`config.mk`:
```
export PLATFORM = sky130hd
export DESIGN_NAME = bsc_jtag_ctl
export DESIGN_NICKNAME = d
export VERILOG_FILES = /design/src/pkg/bsc_pkg.sv /design/src/core/bsc_jtag_ctl.sv /design/src/core/bsc_sync.sv /design/src/core/bsc_pin_cell.sv
export SDC_FILE = /design/constraint.sdc
export NUM_CORES = 1
export LEC_CHECK = 0
export ABC_AREA = 1
export BUFFER_PORTS_ARGS = -buffer_cell sky130_fd_sc_hd__buf_2
export CAP_MARGIN = 10
export CELL_PAD_IN_SITES_DETAIL_PLACEMENT = 0
export CELL_PAD_IN_SITES_GLOBAL_PLACEMENT = 1
export CORE_UTILIZATION = 35
export DETAILED_ROUTE_END_ITERATION = 8
export GPL_TIMING_DRIVEN = 0
export PLACE_DENSITY = 0.85
export SLEW_MARGIN = 20
export SYNTH_ARGS = -nofsm -noshare
export SYNTH_HDL_FRONTEND = slang
export SYNTH_SLANG_ARGS = --single-unit
export TNS_END_PERCENT = 50
```
`constraint.sdc`:
```
create_clock -name clk -period 3.9 [get_ports clk]
set_input_delay 0.195 -clock clk [delete_from_list [all_inputs] [get_ports clk]]
set_output_delay 0.195 -clock clk [all_outputs]
set_load 0.05 [all_outputs]
```
`src/pkg/bsc_pkg.sv`:
```
// Constants and register map of the boundary-scan cells and test control.
package bsc_pkg;
    localparam int NPIN     = 31;
    localparam int BASE_RST = 3 * NPIN;
    localparam int BASE_CEN = BASE_RST + 2;
    localparam int BASE_CLN = BASE_CEN + 4;
    localparam int BASE_CMP = BASE_CLN + 4;
    localparam int CHAIN_LEN = BASE_CMP + 3;

    // Order of clock pairs in the enable and line groups.
    localparam int CLK_EXT   = 0;
    localparam int CLK_XTAL  = 1;
    localparam int CLK_LOWF  = 2;
    localparam int CLK_TIMER = 3;

    // Register byte offsets on the bus.
    localparam logic [3:0] REG_MCS_OFF  = 4'h0;
    localparam logic [3:0] REG_STAT_OFF = 4'h4;

    // Bit positions in mcu_control_status and the status register.
    localparam int MCS_DISABLE_BIT = 7;
    localparam int MCS_FLAG_BIT    = 4;
    localparam int STAT_EN_BIT     = 0;
    localparam int STAT_FORCE_BIT  = 1;
    localparam int STAT_ARMED_BIT  = 2;

    // Window for the second write of the timed sequence, in cycles.
    localparam logic [2:0] TIMED_WINDOW = 3'h4;

    localparam logic       DISABLE_RESET = 1'h0;
    localparam logic [31:0] DATA_ZERO    = 32'h0;
endpackage : bsc_pkg

```
`src/core/bsc_jtag_ctl.sv`:
```
// Test interface control register and boundary-scan chain.
//
// The address map and the Wishbone slave port are this design's own decisions.
`timescale 1ns/1ps
module bsc_jtag_ctl
    import bsc_pkg::*;
(
    input  wire logic            clk,
    input  wire logic            rst_n,
    // Wishbone classic slave.
    input  wire logic            wb_cyc_i,
    input  wire logic            wb_stb_i,
    input  wire logic            wb_we_i,
    input  wire logic [3:0]      wb_adr_i,
    input  wire logic [3:0]      wb_sel_i,
    input  wire logic [31:0]     wb_dat_i,
    output logic      [31:0]     wb_dat_o,
    output logic                 wb_ack_o,
    // Fuse and test access port decode.
    input  wire logic            testIfFuse,
    output logic                 testIfEnable,
    output logic                 forceReset,
    input  wire logic            tck,
    input  wire logic            tdi,
    input  wire logic            captureDr,
    input  wire logic            shiftDr,
    input  wire logic            updateDr,
    input  wire logic            selBoundary,
    input  wire logic            selReset,
    input  wire logic            extestMode,
    output logic                 tdoOut,
    output logic                 tdoOe,
    // Port pins and core port state.
    input  wire logic [NPIN-1:0] padIn,
    output logic      [NPIN-1:0] padOut,
    output logic      [NPIN-1:0] padOe,
    output logic      [NPIN-1:0] pullupOn,
    input  wire logic [NPIN-1:0] portBit,
    input  wire logic [NPIN-1:0] dirBit,
    input  wire logic            pullupDisable,
    // Reset pin observation.
    input  wire logic            rstPin_n,
    input  wire logic            hvProgReset,
    // Clock options.
    input  wire logic [3:0]      clkEnSys,
    input  wire logic [3:0]      clkLineIn,
    output logic      [3:0]      clkEnOut,
    input  wire logic            intCapSel,
    output logic                 intCapOut,
    // Analog comparator boundary.
    input  wire logic            compIdleSys,
    input  wire logic            bandgapEnSys,
    input  wire logic            compOutRaw,
    output logic                 compIdleOut,
    output logic                 bandgapEnOut,
    output logic                 compOutCore
);
    ////////////////////////////////////////////////////////////////////////
    function automatic logic regHit(input logic [3:0] adr,
                                    input logic [3:0] off);
        regHit = (adr[3:2] == off[3:2]);
    endfunction : regHit

    ////////////////////////////////////////////////////////////////////////
    logic [7:0]          tapSync;
    logic [NPIN-1:0]     padSync;
    logic [6:0]          obsSync;
    logic                tckS;
    logic                tdiS;
    logic                capS;
    logic                shiftS;
    logic                updS;
    logic                selBsS;
    logic                selRstS;
    logic                extestEff;
    logic                tckRise;
    logic                tckFall;
    logic                tckPrev_q;
    logic [CHAIN_LEN-1:0] chain_q;
    logic [CHAIN_LEN-1:0] chain_d;
    logic [CHAIN_LEN-1:0] upd_q;
    logic [CHAIN_LEN-1:0] upd_d;
    logic [CHAIN_LEN-1:0] capVec;
    logic                rstReg_q;
    logic                rstReg_d;
    logic                tdo_q;
    logic                tdo_d;
    logic                tdoOe_q;
    logic                tdoOe_d;
    logic [NPIN-1:0]     capData;
    logic [NPIN-1:0]     capCtrl;
    logic [NPIN-1:0]     capPull;

    bsc_sync #(.W(8)) u_tapSync (
        .clk   (clk),
        .rst_n (rst_n),
        .d     ({tck, tdi, captureDr, shiftDr, updateDr,
                 selBoundary, selReset, extestMode}),
        .q     (tapSync)
    );

    bsc_sync #(.W(NPIN)) u_padSync (
        .clk   (clk),
        .rst_n (rst_n),
        .d     (padIn),
        .q     (padSync)
    );

    // The comparator output is analog and arrives with no clock relation.
    bsc_sync #(.W(7)) u_obsSync (
        .clk   (clk),
        .rst_n (rst_n),
        .d     ({compOutRaw, rstPin_n, hvProgReset, clkLineIn}),
        .q     (obsSync)
    );

    assign {tckS, tdiS, capS, shiftS, updS, selBsS, selRstS} = tapSync[7:1];
    assign tckRise   = tckS && !tckPrev_q;
    assign tckFall   = !tckS && tckPrev_q;
    assign extestEff = tapSync[0] && testIfEnable;

    ////////////////////////////////////////////////////////////////////////
    // Port pin cells.
    generate
        for (genvar i = 0; i < NPIN; i++)
        begin : g_pin
            bsc_pin_cell u_cell (
                .extest        (extestEff),
                .portBit       (portBit[i]),
                .dirBit        (dirBit[i]),
                .pullupDisable (pullupDisable),
                .padLevel      (padSync[i]),
                .updData       (upd_q[3*i+2]),
                .updCtrl       (upd_q[3*i+1]),
                .updPull       (upd_q[3*i]),
                .padOut        (padOut[i]),
                .padOe         (padOe[i]),
                .pullupOn      (pullupOn[i]),
                .capData       (capData[i]),
                .capCtrl       (capCtrl[i]),
                .capPull       (capPull[i])
            );
        end
    endgenerate

    ////////////////////////////////////////////////////////////////////////
    // Clock enables and comparator inputs take the update stage in extest.
    always_comb
    begin
        clkEnOut     = extestEff ? upd_q[BASE_CEN +: 4] : clkEnSys;
        compIdleOut  = extestEff ? upd_q[BASE_CMP] : compIdleSys;
        bandgapEnOut = extestEff ? upd_q[BASE_CMP+2] : bandgapEnSys;
        compOutCore  = extestEff ? upd_q[BASE_CMP+1] : obsSync[6];
    end

    // Capacitor selection bypasses the chain entirely.
    assign intCapOut = intCapSel;

    always_comb
    begin
        capVec = '0;
        for (int i = 0; i < NPIN; i++)
        begin
            capVec[3*i]   = capPull[i];
            capVec[3*i+1] = capCtrl[i];
            capVec[3*i+2] = capData[i];
        end
        capVec[BASE_RST]   = !obsSync[5];
        capVec[BASE_RST+1] = obsSync[4];
        capVec[BASE_CEN +: 4] = clkEnOut;
        // A clock line of an option that is not enabled reads zero.
        capVec[BASE_CLN +: 4] = obsSync[3:0] & clkEnOut;
        capVec[BASE_CMP]   = compIdleOut;
        capVec[BASE_CMP+1] = obsSync[6] && !compIdleOut;
        capVec[BASE_CMP+2] = bandgapEnOut;
    end

    ////////////////////////////////////////////////////////////////////////
    // Chain, update stage and reset register, stepped on test clock edges.
    always_comb
    begin
        chain_d  = chain_q;
        upd_d    = upd_q;
        rstReg_d = rstReg_q;
        tdo_d    = tdo_q;
        tdoOe_d  = tdoOe_q;
        if (!testIfEnable)
        begin
            rstReg_d = 1'h0;
            tdoOe_d  = 1'h0;
        end
        else
        begin
            if (tckRise && selBsS && capS)
                chain_d = capVec;
            else if (tckRise && selBsS && shiftS)
                chain_d = {tdiS, chain_q[CHAIN_LEN-1:1]};
            if (tckRise && selBsS && updS)
                upd_d = chain_q;
            if (tckRise && selRstS && shiftS)
                rstReg_d = tdiS;
            if (tckFall)
            begin
                tdo_d   = selRstS ? rstReg_q : (selBsS && chain_q[0]);
                tdoOe_d = shiftS;
            end
        end
    end

    always_ff @(posedge clk)
    begin
        if (!rst_n)
        begin
            tckPrev_q <= 1'h0;
            chain_q   <= '0;
            upd_q     <= '0;
            rstReg_q  <= 1'h0;
            tdo_q     <= 1'h0;
            tdoOe_q   <= 1'h0;
        end
        else
        begin
            tckPrev_q <= tckS;
            chain_q   <= chain_d;
            upd_q     <= upd_d;
            rstReg_q  <= rstReg_d;
            tdo_q     <= tdo_d;
            tdoOe_q   <= tdoOe_d;
        end
    end

    assign tdoOut = tdo_q;
    assign tdoOe  = tdoOe_q;
    // The reset request follows the register without a latch.
    assign forceReset = rstReg_q && testIfEnable;

    ////////////////////////////////////////////////////////////////////////
    // Register bus and control register.
    logic        ack_q;
    logic        ack_d;
    logic [31:0] rdData_q;
    logic [31:0] rdData_d;
    logic        testIfDisable_q;
    logic        testIfDisable_d;
    logic        testResetFlag_q;
    logic        testResetFlag_d;
    logic [2:0]  armCnt_q;
    logic [2:0]  armCnt_d;
    logic        armVal_q;
    logic        armVal_d;
    logic        writeMcs;

    assign writeMcs = ack_q && wb_cyc_i && wb_stb_i && wb_we_i
                      && wb_sel_i[0] && regHit(wb_adr_i, REG_MCS_OFF);
    assign testIfEnable = testIfFuse && !testIfDisable_q;

    always_comb
    begin
        ack_d           = wb_cyc_i && wb_stb_i && !ack_q;
        rdData_d        = DATA_ZERO;
        testIfDisable_d = testIfDisable_q;
        testResetFlag_d = testResetFlag_q;
        armCnt_d        = (armCnt_q != 3'h0) ? armCnt_q - 3'h1 : 3'h0;
        armVal_d        = armVal_q;
        if (ack_d && regHit(wb_adr_i, REG_MCS_OFF))
        begin
            rdData_d[MCS_DISABLE_BIT] = testIfDisable_q;
            rdData_d[MCS_FLAG_BIT]    = testResetFlag_q;
        end
        else if (ack_d && regHit(wb_adr_i, REG_STAT_OFF))
        begin
            rdData_d[STAT_EN_BIT]    = testIfEnable;
            rdData_d[STAT_FORCE_BIT] = forceReset;
            rdData_d[STAT_ARMED_BIT] = (armCnt_q != 3'h0);
        end
        if (writeMcs)
        begin
            // A second equal write inside the window commits the value.
            if (armCnt_q != 3'h0 && armVal_q == wb_dat_i[MCS_DISABLE_BIT])
            begin
                testIfDisable_d = wb_dat_i[MCS_DISABLE_BIT];
                armCnt_d        = 3'h0;
            end
            else
            begin
                armVal_d = wb_dat_i[MCS_DISABLE_BIT];
                armCnt_d = TIMED_WINDOW;
            end
            if (!wb_dat_i[MCS_FLAG_BIT])
                testResetFlag_d = 1'h0;
        end
        // Setting wins over a clear in the same cycle.
        if (forceReset)
            testResetFlag_d = 1'h1;
    end

    // The synchronous reset stands for the power-on reset here.
    always_ff @(posedge clk)
    begin
        if (!rst_n)
        begin
            ack_q           <= 1'h0;
            rdData_q        <= DATA_ZERO;
            testIfDisable_q <= DISABLE_RESET;
            testResetFlag_q <= 1'h0;
            armCnt_q        <= 3'h0;
            armVal_q        <= 1'h0;
        end
        else
        begin
            ack_q           <= ack_d;
            rdData_q        <= rdData_d;
            testIfDisable_q <= testIfDisable_d;
            testResetFlag_q <= testResetFlag_d;
            armCnt_q        <= armCnt_d;
            armVal_q        <= armVal_d;
        end
    end

    assign wb_ack_o = ack_q;
    assign wb_dat_o = rdData_q;
endmodule : bsc_jtag_ctl

```
`src/core/bsc_sync.sv`:
```
// Two flip-flop synchroniser for levels from outside the clock domain.
`timescale 1ns/1ps
module bsc_sync #(
    parameter int W = 1
) (
    input  wire logic         clk,
    input  wire logic         rst_n,
    input  wire logic [W-1:0] d,
    output logic      [W-1:0] q
);
    logic [W-1:0] stage1_q;
    logic [W-1:0] stage2_q;

    always_ff @(posedge clk)
    begin
        if (!rst_n)
        begin
            stage1_q <= '0;
            stage2_q <= '0;
        end
        else
        begin
            stage1_q <= d;
            stage2_q <= stage1_q;
        end
    end

    assign q = stage2_q;
endmodule : bsc_sync

```
`src/core/bsc_pin_cell.sv`:
```
// Scan view of one bidirectional port pin with its pull-up.
`timescale 1ns/1ps
module bsc_pin_cell (
    input  wire logic extest,
    input  wire logic portBit,
    input  wire logic dirBit,
    input  wire logic pullupDisable,
    input  wire logic padLevel,
    input  wire logic updData,
    input  wire logic updCtrl,
    input  wire logic updPull,
    output logic      padOut,
    output logic      padOe,
    output logic      pullupOn,
    output logic      capData,
    output logic      capCtrl,
    output logic      capPull
);
    logic pullExpr;

    // Outside extest, pull-up is on only for an input pin whose port bit is one.
    assign pullExpr = !pullupDisable && !dirBit && portBit;

    always_comb
    begin
        if (extest)
        begin
            padOut   = updData;
            padOe    = updCtrl;
            pullupOn = updPull;
        end
        else
        begin
            padOut   = portBit;
            padOe    = dirBit;
            pullupOn = pullExpr;
        end
    end

    // The data stage captures the pad itself, never the input register.
    assign capData = padLevel;
    assign capCtrl = dirBit;
    assign capPull = pullExpr;
endmodule : bsc_pin_cell

```
==> results by group <==
Clocking
  – Post-CTS Setup Bufs: 0
  – Maximum count of clock buffers along a single path: 3
  – CTS tree: done
  – Cts repair resizes: 0
  – Insertion delay of the later-clocked pin in the worst-skew pair: 0.52 ns
  – H-Tree Depth: 2
  – CTS Sinks: 314
  – Cts-stage hold buffer count: 49
  – Cts bufs inserted: 36
  – Reg clk slew, reported paths: 0.06 ns
  – Buffer type at the clock tree root: clkbuf_16

Setup path
  – Critical path cell sequence: clkbuf_1, nand3_2, inv_2, buf_2, clkbuf_1, o21ai_0, buf_4, buf_2
  – Critical Path Max Stage Delay: 0.49 ns
  – CP startpoint kind: register
  – Peak fanout along the critical path: 10
  – Critical path data arrival time: 2.81 ns
  – Crit. End Element: output pin
  – Required time at the worst-slack endpoint: 3.70 ns
  – Critical path buffers and inverters: 6
  – Kind of cell adding the most delay to the critical path: buffers and inverters
  – Kind of critical path: reg -> out
  – Cell with the largest stage delay on the worst path: clkbuf_1

Power
  – Sequential fraction of design power: 43.6%
  – Combinational fraction of design power: 10.9%
  – Switch share: 25.20%
  – Worst voltage drop across the vdd grid: 0.2320 mV
  – Sw power: 1893 µW
  – Internal portion of total power: 5618 µW
  – PnR Total Power: 7511 µW
  – Relative contribution of the clock network to total power: 45.5%
  – Leakage power: 0.008861 µW
  – Pwr per Cell Area: 420.5 nW/µm²

Floorplanning
  – Area of the die: 41540 µm²
  – IO Pins: 300
  – Die boundary height: 203.8 µm
  – Placement Rows: 73
  – Die boundary width: 203.8 µm
  – Starting density of the core: 35.71%
  – Floorplan core area: 39910 µm²

STA
  – Final setup violation count: 0
  – Normalized max-slew margin: 40.23%
  – Unrepaired setup endpoints after global routing: no
  – Aggregate negative setup slack: 0 ns
  – Final worst-path cycle share: 77.01%
  – Final hold slack: 0.01892 ns
  – Setup ws final: 0.8965 ns
  – Fin. Hold Viols: 0
  – Final Slew Violations: 0
  – Max frequency: 332.9 MHz
  – Clock period minus final worst setup slack: 3.004 ns
  – Worst Skew: 0.02629 ns
  – Worst-margin pin slew: 0.8966 ns

Logic synthesis
  – Portion of the post-synthesis area used by sequential elements: 44.10%
  – Post-synthesis cell area: 14250 µm²
  – Top post-synthesis cells by count: nand2_1 (514), nor2_1 (508), dfxtp_1 (314)
  – Dominant register cell in the synthesized netlist: dfxtp_1
  – Share of flip-flops with an asynchronous set or reset: 0%
  – Count of flip-flops with a built-in enable after synthesis: 0
  – Post-synth cell types: 25
  – Avg Inst Size Synth: 6.679 µm²
  – Number of storage elements in the synthesis netlist: 314
  – Number of instances in the synthesized netlist: 2134
  – Leading post-synthesis cells by cell area: dfxtp_1 (44%), nand2_1 (14%), nor2_1 (13%), o21ai_0 (8.3%), buf_4 (7.1%)
  – Library cell occupying the most area in the post-synthesis netlist: dfxtp_1
  – Cell with the most instances after synthesis: nand2_1
  – Number of warning messages in the yosys log: 0
  – Yosys top cell area share: 44.10%

Detailed routing
  – Vias per std cell: 4.466
  – Total number of vias: 13530
  – Wire length after detailed routing: 42.87 mm
  – Remaining number of nets flagged by the antenna check after routing: 0
  – Drt initial violations: 712
  – Wire length per cell after detailed routing: 14.15 µm
  – Initial DRT Pass Iterations: 5
  – Number of design rule violations left after detail routing: 0

Layout
  – Post-synthesis to final-layout area growth: 25.31%
  – Number of inserted diodes: 0
  – Share of final-layout standard cells stronger than drive strength 1: 19.04%
  – Net count of the finished layout: 2646

Placement
  – Routability cong.: 0.8768
  – Pre-CTS WS: 1.415 ns
  – Count of buffers inserted at the top-level ports: 234
  – Post-detail-place hpwl: 30.82 mm

Global route
  – Global-route wire length before repair: 65.89 mm
  – Number of global-route vias before repair: 12660
  – GRT overflow: 0
  – Overall routing resource usage: 20.16%
  – Largest net degree at the start of global routing: 14
  – Number of antenna violations at the first check in global routing: 2

Worst hold path
  – Class of the tightest hold or removal check: in -> reg

Job
  – Count of maximum capacitance violations: 0

Outcome
  – Run status: finished clean
-- tightest hold or removal path, delay by kind of cell --
kind                   cells  cell delay (ns)
buffers and inverters      2             0.19
AO/OA/AOI/OAI              1             0.08
-- final timing paths --
check / start / endpoint / slack, ns / cells after the start
setup reg to reg: u_tapSync.q[7] / chain_q[88] / 1.77 / 6
hold / removal: wb_dat_i[7] / armVal_q / 0.02 / 3
hold reg to reg: u_tapSync.stage1_q[2] / u_tapSync.q[2] / 0.41 / 2
setup / recovery: u_tapSync.q[0] / padOe[23] / 0.90 / 8
-- power by group through the flow --
stage               logic [µW]  clock network [µW]  registers [µW]
floorplan                  559                   0            3340
global placement           781                   0            3350
detailed placement         783                   0            3350
CTS                        823                3480            3280
global route               880                3620            3280
finish                     820                3420            3280
-- metal layers --
metal | track usage [%] | vias up | share of wire [%] | routed length (µm)
li1 | - | 7022 | - | -
met1 | 27.20 | 6021 | 46 | 19570
met2 | 32.93 | 406 | 45 | 19290
met3 | 2.972 | 82 | 6.5 | 2769
met4 | 6.364 | 2 | 2.9 | 1222
met5 | 0 | - | 0.030 | 13
-- final cells by class --
| cell class | count | area (µm²) |
|---|---|---|
| sequential | 314 | 6286 |
| inverter | 205 | 769.5 |
| fill | 4223 | 22050 |
| tap | 525 | 656.9 |
| multi-input combinational | 1390 | 5718 |
| clock inverter | 8 | 121.4 |
| timing repair buffer | 283 | 1662 |
| buffer | 251 | 1578 |
| clock buffer | 54 | 1070 |
-- flip-flops by register name (all words and copies together), names as in the netlist, 3 cells and up --
register / count
chain_q: 106
upd_q: 100
u_padSync.q: 31
u_padSync.stage1_q: 31
u_tapSync.q: 8
u_tapSync.stage1_q: 8
u_obsSync.q: 7
u_obsSync.stage1_q: 7
wb_dat_o: 5
armCnt_q: 3
-- cells in the final DEF, fill, tap and decap left out, types with 2 or more instances in the layout --
cell type      instances
dlygate4sd3_1         49
clkbuf_8               8
nor2_1               508
inv_1                201
nand3_2                3
bufinv_16              3
nand3_1               42
nand2_1              514
nor3_1                 2
buf_1                  2
buf_6                 12
ha_1                   3
inv_2                  4
buf_2                267
dfxtp_1              314
o21ai_1               27
o21ai_0              237
buf_4                134
nand4_1                7
a21oi_1               15
conb_1                27
clkinv_2               3
clkbuf_1              78
clkbuf_16             37
-- through the flow --
step	std cells	utilization, %	area, µm²
after CTS	3030	44.75	17860
after global placement	2919	40.53	16180
after global routing	3030	44.75	17860
after floorplan	2160	-	14350
after detailed placement	2919	40.53	16180
final	3030	44.75	17860
-- logic make-up (layout without fill, tap and decap cells) --
| family | Yosys count | in the layout | share of synthesized area, % |
|---|---|---|---|
| other cells | 1 | 27 | 0.02631 |
| flops | 314 | 314 | 44.10 |
| buf+inv | 456 | 801 | 16.47 |
| fa+ha+maj | 3 | 3 | 0.2634 |
| simple gates | 1080 | 1080 | 29.29 |
| compound gates | 280 | 280 | 9.849 |
Note: power is estimated with default switching activity, not from simulation.
